<file path="src/verilog/spcd_pkg.sv">
/*
 * spcd_pkg: shared constants, opcodes and carrier types for the serial
 * programming command decoder. Assumes an 8-bit instruction byte stream.
 */
`default_nettype none
package spcd_pkg;
	// instruction first bytes
	localparam logic [7:0] OP_ENTRY_CHIP = 8'hac;
	localparam logic [7:0] OP_POLL = 8'hf0;
	localparam logic [7:0] OP_LOAD_EXT = 8'h4d;
	localparam logic [7:0] OP_LOAD_HI = 8'h48;
	localparam logic [7:0] OP_LOAD_LO = 8'h40;
	localparam logic [7:0] OP_LOAD_EE = 8'hc1;
	localparam logic [7:0] OP_READ_HI = 8'h28;
	localparam logic [7:0] OP_READ_LO = 8'h20;
	localparam logic [7:0] OP_READ_EE = 8'ha0;
	localparam logic [7:0] OP_READ_LOCK = 8'h58;
	localparam logic [7:0] OP_READ_SIG = 8'h30;
	localparam logic [7:0] OP_READ_FUSE = 8'h50;
	localparam logic [7:0] OP_READ_CAL = 8'h38;
	localparam logic [7:0] OP_WRITE_PAGE = 8'h4c;
	localparam logic [7:0] OP_WRITE_EE = 8'hc0;
	localparam logic [7:0] OP_WRITE_EEPG = 8'hc2;
	// second bytes under OP_ENTRY_CHIP and the read selectors
	localparam logic [7:0] SUB_ENABLE = 8'h53;
	localparam logic [7:0] SUB_ERASE = 8'h80;
	localparam logic [7:0] SUB_LOCK = 8'he0;
	localparam logic [7:0] SUB_FUSE_LO = 8'ha0;
	localparam logic [7:0] SUB_FUSE_HI = 8'ha8;
	localparam logic [7:0] SUB_FUSE_EXT = 8'ha4;
	localparam logic [7:0] SUB_HIGH_SEL = 8'h08;
	// unprogrammed value of every fuse and lock bit
	localparam logic [7:0] FUSE_RESET = 8'hff;
	localparam int FIFO_DEPTH = 4;
	localparam int BYTE_BITS = 8;

	typedef enum logic [3:0] {
		MEM_NONE, MEM_CHIP_ERASE, MEM_LOAD_FLASH_LO, MEM_LOAD_FLASH_HI, MEM_LOAD_EE,
		MEM_WRITE_FLASH_PAGE, MEM_WRITE_EE_PAGE, MEM_WRITE_EE_BYTE,
		MEM_READ_FLASH_LO, MEM_READ_FLASH_HI, MEM_READ_EE
	} spcd_memop_e;

	// one memory operation: ext is the extended address byte, addr the word/byte address
	typedef struct packed {
		spcd_memop_e op;
		logic [7:0] ext;
		logic [15:0] addr;
		logic [7:0] data;
	} spcd_memcmd_s;
endpackage
`default_nettype wire
</file>
<file path="src/verilog/spcd_decoder.sv">
/*
 * spcd_fifo and spcd_decoder: the four-byte serial programming instruction
 * decoder and the command FIFO toward the memory controller. Assumes the
 * serial clock, data and reset-hold pins are asynchronous to mclk, and that
 * the memory controller answers a read request within two mclk cycles.
 */
`timescale 1ns/1ps
`default_nettype none
module spcd_fifo #(
	parameter int WIDTH = 8,
	parameter int DEPTH = 4
) (
	input wire logic mclk,
	input wire logic rst,
	input wire logic sValid,
	output logic sReady,
	input wire logic [WIDTH-1:0] sData,
	output logic mValid,
	input wire logic mReady,
	output logic [WIDTH-1:0] mData
);
	localparam int CW = $clog2(DEPTH + 1);
	logic [WIDTH-1:0] mem_ff [DEPTH];
	logic [CW-1:0] count_ff;
	logic [CW-1:0] nxt_count;
	logic valid_ff;
	logic push;
	logic pop;
	assign push = sValid && sReady;
	assign pop = mValid && mReady;
	assign sReady = (count_ff != CW'(DEPTH));
	// valid kept in its own flop so the head flag leaves without a compare
	assign mValid = valid_ff;
	// head always sits in slot zero so the output is a flop
	assign mData = mem_ff[0];
	always_comb begin
		nxt_count = count_ff;
		if (push && !pop) begin
			nxt_count = count_ff + 1'b1;
		end else if (pop && !push) begin
			nxt_count = count_ff - 1'b1;
		end
	end
	always_ff @(posedge mclk) begin
		if (rst) begin
			count_ff <= '0;
			valid_ff <= 1'b0;
		end else begin
			count_ff <= nxt_count;
			valid_ff <= (nxt_count != '0);
		end
	end
	always_ff @(posedge mclk) begin
		for (int i = 0; i < DEPTH; i++) begin
			if (pop) begin
				if (push && (CW'(i) == count_ff - 1'b1)) begin
					mem_ff[i] <= sData;
				end else if (i < DEPTH - 1) begin
					mem_ff[i] <= mem_ff[i+1];
				end
			end else if (push && (CW'(i) == count_ff)) begin
				mem_ff[i] <= sData;
			end
		end
	end
endmodule

module spcd_decoder #(
	parameter logic [7:0] SIG_BYTE0 = 8'h11, // arbitrary value
	parameter logic [7:0] SIG_BYTE1 = 8'h22, // arbitrary value
	parameter logic [7:0] SIG_BYTE2 = 8'h33, // arbitrary value
	parameter logic [7:0] CAL_BYTE = 8'h80
) (
	input wire logic mclk,
	input wire logic rst,
	input wire logic progHoldPin,
	input wire logic sckPin,
	input wire logic serial_prog_data_in,
	output logic serial_prog_data_out,
	output logic progEnabled,
	output logic [7:0] lockBits,
	output logic [7:0] fuseLow,
	output logic [7:0] fuseHigh,
	output logic [7:0] fuseExt,
	output logic memCmdValid,
	input wire logic memCmdReady,
	output spcd_pkg::spcd_memcmd_s memCmd,
	input wire logic memBusy,
	output logic rdReq,
	output spcd_pkg::spcd_memcmd_s rdCmd,
	input wire logic rdValid,
	input wire logic [7:0] rdData
);
	import spcd_pkg::*;

	logic [1:0] sckSync_ff, sdiSync_ff, holdSync_ff;
	logic sckLast_ff;
	logic sckRise, sckFall, held;
	logic [7:0] rxShift_ff, txShift_ff;
	logic [2:0] bitCnt_ff;
	logic [1:0] byteCnt_ff;
	logic [7:0] byte1_ff, byte2_ff, byte3_ff;
	logic [7:0] extAddr_ff;
	logic [7:0] rxByte;
	logic byteDone;
	logic pushValid_ff;
	spcd_memcmd_s pushCmd_ff;
	logic fifoReady, fifoValid;
	logic busy;

	always_ff @(posedge mclk) begin
		if (rst) begin
			sckSync_ff <= '0;
			sdiSync_ff <= '0;
			holdSync_ff <= '0;
			sckLast_ff <= 1'b0;
		end else begin
			sckSync_ff <= {sckSync_ff[0], sckPin};
			sdiSync_ff <= {sdiSync_ff[0], serial_prog_data_in};
			holdSync_ff <= {holdSync_ff[0], progHoldPin};
			sckLast_ff <= sckSync_ff[1];
		end
	end

	assign sckRise = sckSync_ff[1] && !sckLast_ff;
	assign sckFall = !sckSync_ff[1] && sckLast_ff;
	assign held = holdSync_ff[1];
	assign rxByte = {rxShift_ff[6:0], sdiSync_ff[1]};
	assign byteDone = held && sckRise && (bitCnt_ff == 3'(BYTE_BITS - 1));
	assign busy = memBusy || fifoValid || pushValid_ff;

	always_ff @(posedge mclk) begin
		if (rst || !held) begin
			rxShift_ff <= '0;
			bitCnt_ff <= '0;
			byteCnt_ff <= '0;
		end else if (sckRise) begin
			rxShift_ff <= rxByte;
			bitCnt_ff <= bitCnt_ff + 1'b1;
			if (bitCnt_ff == 3'(BYTE_BITS - 1)) begin
				byteCnt_ff <= byteCnt_ff + 1'b1;
			end
		end
	end

	always_ff @(posedge mclk) begin
		if (rst) begin
			byte1_ff <= '0;
			byte2_ff <= '0;
			byte3_ff <= '0;
		end else if (byteDone) begin
			case (byteCnt_ff)
				2'd0: byte1_ff <= rxByte;
				2'd1: byte2_ff <= rxByte;
				2'd2: byte3_ff <= rxByte;
				default: ;
			endcase
		end
	end

	// reply byte loaded at byte end, shifted out on falling edges
	always_ff @(posedge mclk) begin
		if (rst || !held) begin
			txShift_ff <= '0;
			serial_prog_data_out <= 1'b0;
		end else if (byteDone) begin
			txShift_ff <= rxByte;
			if (byteCnt_ff == 2'd2 && progEnabled) begin
				case (byte1_ff)
					OP_POLL: txShift_ff <= {7'h00, busy};
					OP_READ_LOCK: txShift_ff <= (byte2_ff == SUB_HIGH_SEL) ? fuseHigh : lockBits;
					OP_READ_FUSE: txShift_ff <= (byte2_ff == SUB_HIGH_SEL) ? fuseExt : fuseLow;
					OP_READ_SIG: begin
						case (rxByte[1:0])
							2'd0: txShift_ff <= SIG_BYTE0;
							2'd1: txShift_ff <= SIG_BYTE1;
							2'd2: txShift_ff <= SIG_BYTE2;
							default: txShift_ff <= 8'hff;
						endcase
					end
					OP_READ_CAL: txShift_ff <= CAL_BYTE;
					default: ;
				endcase
			end
		end else if (rdValid) begin
			txShift_ff <= rdData;
		end else if (sckFall) begin
			serial_prog_data_out <= txShift_ff[7];
			txShift_ff <= {txShift_ff[6:0], 1'b0};
		end
	end

	always_ff @(posedge mclk) begin
		if (rst || !held) begin
			progEnabled <= 1'b0;
		end else if (byteDone && byteCnt_ff == 2'd3 && byte1_ff == OP_ENTRY_CHIP
				&& byte2_ff == SUB_ENABLE) begin
			progEnabled <= 1'b1;
		end
	end

	// fuse and lock writes; reset to unprogrammed ones
	always_ff @(posedge mclk) begin
		if (rst) begin
			lockBits <= FUSE_RESET;
			fuseLow <= FUSE_RESET;
			fuseHigh <= FUSE_RESET;
			fuseExt <= FUSE_RESET;
		end else if (byteDone && byteCnt_ff == 2'd3 && progEnabled
				&& byte1_ff == OP_ENTRY_CHIP) begin
			case (byte2_ff)
				SUB_LOCK: lockBits <= rxByte;
				SUB_FUSE_LO: fuseLow <= rxByte;
				SUB_FUSE_HI: fuseHigh <= rxByte;
				SUB_FUSE_EXT: fuseExt <= rxByte;
				SUB_ERASE: lockBits <= FUSE_RESET;
				default: ;
			endcase
		end
	end

	always_ff @(posedge mclk) begin
		if (rst) begin
			extAddr_ff <= '0;
		end else if (byteDone && byteCnt_ff == 2'd3 && progEnabled
				&& byte1_ff == OP_LOAD_EXT) begin
			extAddr_ff <= byte3_ff;
		end
	end

	// reads issued once the third byte is in
	always_ff @(posedge mclk) begin
		if (rst) begin
			rdReq <= 1'b0;
			rdCmd <= '0;
		end else begin
			rdReq <= 1'b0;
			if (byteDone && byteCnt_ff == 2'd2 && progEnabled) begin
				rdCmd <= '{op: MEM_NONE, ext: extAddr_ff, addr: {byte2_ff, rxByte}, data: 8'h00};
				case (byte1_ff)
					OP_READ_LO: begin
						rdReq <= 1'b1;
						rdCmd.op <= MEM_READ_FLASH_LO;
					end
					OP_READ_HI: begin
						rdReq <= 1'b1;
						rdCmd.op <= MEM_READ_FLASH_HI;
					end
					OP_READ_EE: begin
						rdReq <= 1'b1;
						rdCmd.op <= MEM_READ_EE;
						rdCmd.addr <= {4'h0, byte2_ff[3:0], rxByte};
					end
					default: ;
				endcase
			end
		end
	end

	// memory-side commands decoded at the fourth byte, held until the FIFO takes them
	always_ff @(posedge mclk) begin
		if (rst) begin
			pushValid_ff <= 1'b0;
			pushCmd_ff <= '0;
		end else if (pushValid_ff && !fifoReady) begin
			pushValid_ff <= 1'b1;
		end else if (byteDone && byteCnt_ff == 2'd3 && progEnabled) begin
			pushValid_ff <= 1'b1;
			pushCmd_ff <= '{op: MEM_NONE, ext: extAddr_ff, addr: {byte2_ff, byte3_ff},
				data: rxByte};
			case (byte1_ff)
				OP_ENTRY_CHIP: begin
					pushValid_ff <= (byte2_ff == SUB_ERASE);
					pushCmd_ff.op <= MEM_CHIP_ERASE;
				end
				OP_LOAD_LO: pushCmd_ff.op <= MEM_LOAD_FLASH_LO;
				OP_LOAD_HI: pushCmd_ff.op <= MEM_LOAD_FLASH_HI;
				OP_LOAD_EE: begin
					pushCmd_ff.op <= MEM_LOAD_EE;
					pushCmd_ff.addr <= {14'h0000, byte3_ff[1:0]};
				end
				OP_WRITE_PAGE: pushCmd_ff.op <= MEM_WRITE_FLASH_PAGE;
				OP_WRITE_EEPG: begin
					pushCmd_ff.op <= MEM_WRITE_EE_PAGE;
					pushCmd_ff.addr <= {4'h0, byte2_ff[3:0], byte3_ff[7:2], 2'b00};
				end
				OP_WRITE_EE: begin
					pushCmd_ff.op <= MEM_WRITE_EE_BYTE;
					pushCmd_ff.addr <= {4'h0, byte2_ff[3:0], byte3_ff};
				end
				default: pushValid_ff <= 1'b0;
			endcase
		end else begin
			pushValid_ff <= 1'b0;
		end
	end

	spcd_fifo #(
		.WIDTH($bits(spcd_memcmd_s)),
		.DEPTH(FIFO_DEPTH)
	) cmdFifo (
		.mclk(mclk),
		.rst(rst),
		.sValid(pushValid_ff),
		.sReady(fifoReady),
		.sData(pushCmd_ff),
		.mValid(fifoValid),
		.mReady(memCmdReady),
		.mData(memCmd)
	);
	assign memCmdValid = fifoValid;
endmodule
`default_nettype wire

</file>
<file path="config.mk">
export PLATFORM = sky130hd
export DESIGN_NAME = spcd_decoder
export DESIGN_NICKNAME = d
export VERILOG_FILES = /design/src/verilog/spcd_pkg.sv /design/src/verilog/spcd_decoder.sv
export SDC_FILE = /design/constraint.sdc
export NUM_CORES = 1
export LEC_CHECK = 0
export ABC_AREA = 0
export BUFFER_PORTS_ARGS = -buffer_cell sky130_fd_sc_hd__buf_2
export CORE_MARGIN = 3
export CORE_UTILIZATION = 51
export DETAILED_ROUTE_END_ITERATION = 12
export PLACE_DENSITY = 0.81
export SLEW_MARGIN = 20
export SYNTH_ARGS = -nofsm -noshare
export SYNTH_HDL_FRONTEND = slang
export SYNTH_SLANG_ARGS = --single-unit
</file>
<file path="constraint.sdc">
create_clock -name mclk -period 8.7 [get_ports mclk]
set_input_delay 1.305 -clock mclk [delete_from_list [all_inputs] [get_ports mclk]]
set_output_delay 1.305 -clock mclk [all_outputs]
set_load 0.02 [all_outputs]
</file>
== Yosys cells after proc, flatten, opt, wreduce, memory -nomap -nowiden ==
Memories as Yosys holds them, arrays and structs flattened.
Index checks and enable logic that the tools add are counted.
Word-level totals
  register bits after elaboration: 163
  bits in writable memories: 144
  input port bits: 16
  word-level logic and storage cells: 199
  memories: 1
Memory list
  cmdFifo.mem_ff: depth 4, width 36, rd ports 4, clocked after memory_dff 0, wr ports 3, RTL line spcd_decoder.sv:23  | logic [WIDTH-1:0] mem_ff [DEPTH];
Operators by class
  add/subtract/negate cells: 4
  equal/unequal tests: 36
  multiplexer cells: 62
  bitwise operators: 11
  reduce and logical (&&, ||, !) cells: 56
Operator list (count)
  $mux W36: 8
  $eq A8 B8 Y1 const B: 11
  $eq A8 B7 Y1 const B: 7
  $mux W8: 6
  $pmux W16 S3: 1
  $pmux W8 S5: 1
  $mux W1: 37
  $reduce_or A36 Y1: 1
  $eq A8 B6 Y1 const B: 4
  $logic_and A1 B1 Y1: 26
  $pmux W8 S3: 1
  $pmux W3 S7: 1
  $reduce_and A2 Y1: 9
  $mux W16: 1
  $pmux W8 S2: 1
  $eq A2 B3 Y1 const A: 4
  $pmux W4 S3: 1
  $eq A8 B4 Y1 const B: 1
  $or A1 B1 Y1: 7
  $add A3 B1 Y3 const B: 2
  $eq A1 B3 Y1 const A: 2
  $eq A2 B2 Y1 const B: 3
  $logic_not A1 Y1: 6
  $logic_not A3 Y1: 2
  other kinds (17): 26

== Logic depth before layout (Yosys ltp) ==
  word-level depth: 9
  depth in mapped cells: 9
  gate-level depth less buffers: 7

== Cells and area by module ==
Synthesis repeated with hierarchy kept, for this count alone.
Second synthesis, totals
  cell total of the unflattened synthesis: 1105
  area, all modules: 13264.0 um^2
By module, submodules not included
  spcd_decoder: instances 1, cells an instance 784, area each 6772.7 um^2, seq. area each 3143.0 um^2
  spcd_fifo: instances 1, cells an instance 321, area each 6491.2 um^2, seq. area each 4404.2 um^2

== Worst setup path after synthesis ==
Ideal clock, no wire load.
  path type: input to register
  start: input memCmdReady
  end: memory cmdFifo.mem_ff[1][36] in the netlist's numbering, enable pin
  data arrival time: 3.544 ns
  required time: 8.269 ns
  setup slack: 4.725 ns
  stages: 5
  path buffers: 1
  path through: nand2_1 -> buf_1 -> nor4b_1 -> a21oi_1 -> nor2b_1
RTL lines
  from (decl): RTL line spcd_decoder.sv:86  | input wire logic memCmdReady,
  to (decl): RTL line spcd_decoder.sv:23

== Final worst setup path ==
  start: register bitCnt_ff[0]
  end: register rdCmd[23] in the netlist's numbering
Between the ends
  cells in the longest elaborated chain, start to end: 4
RTL lines
  from (decl): RTL line spcd_decoder.sv:100  | logic [2:0] bitCnt_ff;
  from (signal assigned): RTL line spcd_decoder.sv:139  | bitCnt_ff <= bitCnt_ff + 1'b1;
  $eq A3 B3 Y1: RTL line spcd_decoder.sv:129  | assign byteDone = held && sckRise && (bitCnt_ff == 3'(BYTE_BITS - 1));
  $logic_and A1 B1 Y1: RTL line spcd_decoder.sv:129
  $logic_and A1 B1 Y1 (2 in series): RTL line spcd_decoder.sv:238  | if (byteDone && byteCnt_ff == 2'd2 && progEnabled) begin
  to (signal assigned): RTL line spcd_decoder.sv:239  | rdCmd <= '{op: MEM_NONE, ext: extAddr_ff, addr: {byte2_ff, rxByte}, data: 8'h00};
  to (decl): RTL line spcd_decoder.sv:90  | output spcd_pkg::spcd_memcmd_s rdCmd,
No other way between the ends.
A chain may end at the register's enable or synchronous reset.

==> out/metrics.csv <==
stage,metric,value,unit
critical_path,critical path class,flip-flop to flip-flop,
sta,Slew HR,26.89,%
clock_tree,clk buf depth,3,
yosys,Synth async-reset ratio,0,%
critical_path,R2R cell count,8,
clock_tree,clk_lat worst skew,0.55,ns
pwr,pwr dens,234.3,nW/um^2
cells_and_area,Nets,1182,
clock_tree,H-tree depth,1,
critical_path,Critical Path RT,9.18,ns
drt,1st-iter DRT viols,698,
clock_tree,"Hold-fix buffers, CTS",0,
critical_path,CP Capture Type,flip-flop,
drt,via count,8455,
clock_tree,Resized Gates After CTS,0,
yosys,"Seq/Total Area, Yosys",58.64,%
critical_path,r2r startpoint,bitCnt_ff[0],
sta,RSZ-0062 raised after global routing,false,
placed_design,# port buffers,113,
yosys,Post-synth EDFFs,140,
global_routing,number of global-route vias before repair,7960,
yosys,"top cells by area, synth","edfxtp_1 33%, dfxtp_1 25%, mux2_2 9.3%, nand2_1 4.9%, mux2i_1 4.3%",
critical_path,"Buf+Inv Stages, Crit Path",1,
critical_path,r2r endpoint,rdCmd[23],
hold_path,min-delay worst type,flip-flop to flip-flop,
drt,WL final,26980,um
yosys,top cell type's share of synthesized area,33.20,%
critical_path,largest stage delay on the critical path,0.73,ns
floorplanning,die width,163.6,um
yosys,Avg Inst Size Synth,11.49,um^2
sta,Final Setup Violations,0,
clock_tree,Sink Count,301,
sta,Tcrit/Tclk final,34.12,%
yosys,Synthesis Warnings,0,
cells_and_area,"Core Util, Final",57.85,%
floorplanning,Ports,124,
outcome,outcome,completed,
critical_path,cell count along the critical path,8,
global_routing,first-pass GRT wire length,42770,um
yosys,#FFs+latches synth,301,
global_routing,initial antenna violation count,0,
sta,"Slew Viols, Final",0,
clock_tree,CTS clock-pin slew for the worst setup and hold paths,0.06,ns
critical_path,crit path max fanout,41,
sta,Final min period,2.969,ns
drt,drt first pass iters,5,
global_routing,aggregate global routing overflow,0,
run,number of max-cap violations,0,
global_routing,GRT Util Overall,19.88,%
cells_and_area,Fill cells,1970,
pwr,leakage power,5.240,nW
pwr,Power Total,0.003306,W
yosys,Synth Flop Type,dfxtp_1,
drt,DRC viols,0,
critical_path,Worst setup SP type,flip-flop,
yosys,Netlist cell types,64,
yosys,Synth area leader,edfxtp_1,
global_routing,largest net degree at the start of global routing,107,
drt,DR vias/cell,5.640,
critical_path,R2R Setup Slk,5.73,ns
sta,Setup TNS,0,ns
critical_path,cell repeated most along the worst path,ha_1,
placed_design,DP Wirelength,17290,um
yosys,post-synthesis cell area,12660,um^2
drt,wire per inst,18.00,um
critical_path,Critical Path End,rdCmd[23],
clock_tree,CTS tree,built,
cells_and_area,n_diodes,0,
floorplanning,row count,57,
floorplanning,chip height,163.6,um
critical_path,Worst Setup SP,bitCnt_ff[0],
clock_tree,CTS buffer count,30,
clock_tree,Root Driver,clkbuf_16,
critical_path,cell family with most CP delay,simple AND/OR/NAND/NOR gates,
placed_design,RePlAce Congestion,0.8402,
sta,Clock Skew,0.01202,ns
sta,worst-margin pin slew,1.097,ns
clock_tree,Post-CTS Setup Bufs,0,
sta,final hold violation count,0,
critical_path,CP cell instances,ha_1 -> ha_1 -> and4b_1 -> buf_4 -> nand3_2 -> a31oi_1 -> a22oi_1 -> nor2_1,
cells_and_area,layout cells sized above 1,25.36,%
floorplanning,Core ar.,24390,um^2
cells_and_area,P&R area growth vs syn,11.41,%
drt,"antenna viol nets, final",0,
floorplanning,Die Area,26760,um^2
pwr,VDD IR-drop max,140.5,uV
floorplanning,starting density of the core,51.92,%
critical_path,arrival time worst endpoint,3.45,ns
sta,Max Clock Freq,0.3368,GHz
critical_path,slowest stage cell on the critical path,a31oi_1,
yosys,Mapped Cells,1102,
power breakdown:
part / switching [W] / leakage [nW] / internal [W]
clock network: 0.000529 / 0.486 / 0.000738
registers: 0.0000349 / 2.63 / 0.00162
logic: 0.000229 / 2.12 / 0.000151
total: 0.000793 / 5.24 / 0.00251
how the worst min path moves through the flow:
| stage | to | slack [ns] | from | depth (start not counted) |
|---|---|---|---|---|
| after floorplan | holdSync_ff[1] | 0.41 | holdSync_ff[0] | 1 |
| after global placement | holdSync_ff[1] | 0.42 | holdSync_ff[0] | 1 |
| after detailed placement | sdiSync_ff[1] | 0.43 | sdiSync_ff[0] | 1 |
| after CTS | sdiSync_ff[1] | 0.44 | sdiSync_ff[0] | 1 |
| after global routing | sdiSync_ff[1] | 0.46 | sdiSync_ff[0] | 1 |
| final | sdiSync_ff[1] | 0.44 | sdiSync_ff[0] | 1 |
stage by stage:
stage | cell area [um^2] | std cells | worst slack, ns | hold slack [ns]
after CTS | 14110 | 1499 | 5.765 | 0.4446
after detailed placement | 13120 | 1443 | 5.276 | 0.4329
after floorplan | 12700 | 1111 | 4.725 | 0.4138
after global routing | 14110 | 1499 | 5.428 | 0.4620
final | 14110 | 1499 | 5.731 | 0.4404
after global placement | 13120 | 1443 | 5.308 | 0.4231
sequential cells by signal, indices dropped and copies added, names as in the netlist, 8 cells and up:
register,cells
fuseHigh,8
byte2_ff,8
txShift_ff,8
byte3_ff,8
rdCmd,27
extAddr_ff,8
byte1_ff,8
pushCmd_ff,35
fuseLow,8
lockBits,8
cmdFifo.mem_ff,140
fuseExt,8
cells in the mapped netlist, types with 2 or more instances:
cell type and n:
mux2_2 105, edfxtp_1 140, o31ai_1 2, a21oi_1 82
o221a_2 7, mux2i_1 54, inv_1 9, nor3b_1 11
buf_4 47, a31oi_1 5, a211oi_1 6, xnor2_1 5
clkbuf_1 44, a22oi_1 21, a311oi_1 2, a21o_1 3
nor3_1 8, dfxtp_1 161, nor3_2 2, nor2_1 53
nand2b_1 4, buf_1 4, nand4_1 5, nor2b_1 13
o21ai_0 26, ha_1 15, and3_1 4, and4_1 2
nor4_1 3, nand3_1 31, buf_2 20, nand2_1 165
o22ai_1 6, a221oi_1 2, nor4b_1 3, nand3b_1 4
layout by cell type, fill, tap and decap left out, types with 8 or more instances in the layout:
cell type,count
nand2_1,163
dfxtp_1,161
edfxtp_1,140
buf_2,112
mux2_2,105
a21oi_1,82
mux2i_1,54
nor2_1,53
clkbuf_16,33
nand3_1,31
o21ai_0,26
a22oi_1,21
ha_1,15
nor2b_1,12
buf_4,12
nor3b_1,11
conb_1,10
inv_1,9
nor3_1,8
clkbuf_1,8
area by class of cell:
cell class | instances | area, um^2 | share of cell area (%)
inverters | 10 | 37.54 | 0.2660
repair buffers | 124 | 650.6 | 4.611
multi-input cells | 684 | 4598 | 32.59
flip-flops and latches | 301 | 7427 | 52.64
clock buffers | 43 | 883.3 | 6.261
clock inverters | 13 | 107.6 | 0.7626
well taps | 324 | 405.4 | 2.873
cells by family after synthesis:
kind of cell	after synthesis	share of synthesized area (%)
xor+xnor	6	0.4149
buf+inv	126	5.384
fa+ha+maj	15	1.482
flops	301	58.64
compound gates	173	8.358
mux	159	13.60
simple gates	321	12.08
other cells	1	0.02961
worst reg2reg max path, stage by stage, from the launching register on:
cell and delay (ns):
dfxtp_1 0.35, ha_1 0.16, ha_1 0.21, and4b_1 0.21, buf_4 0.39, nand3_2 0.60
a31oi_1 0.73, a22oi_1 0.14, nor2_1 0.12
layer usage:
layer	wire length, um	track usage (%)
met1	11690	28.12
met2	12310	31.51
met3	2219	3.576
met4	765	5.921
met5	0	0
No activity file was read; power rests on OpenSTA's default activity.
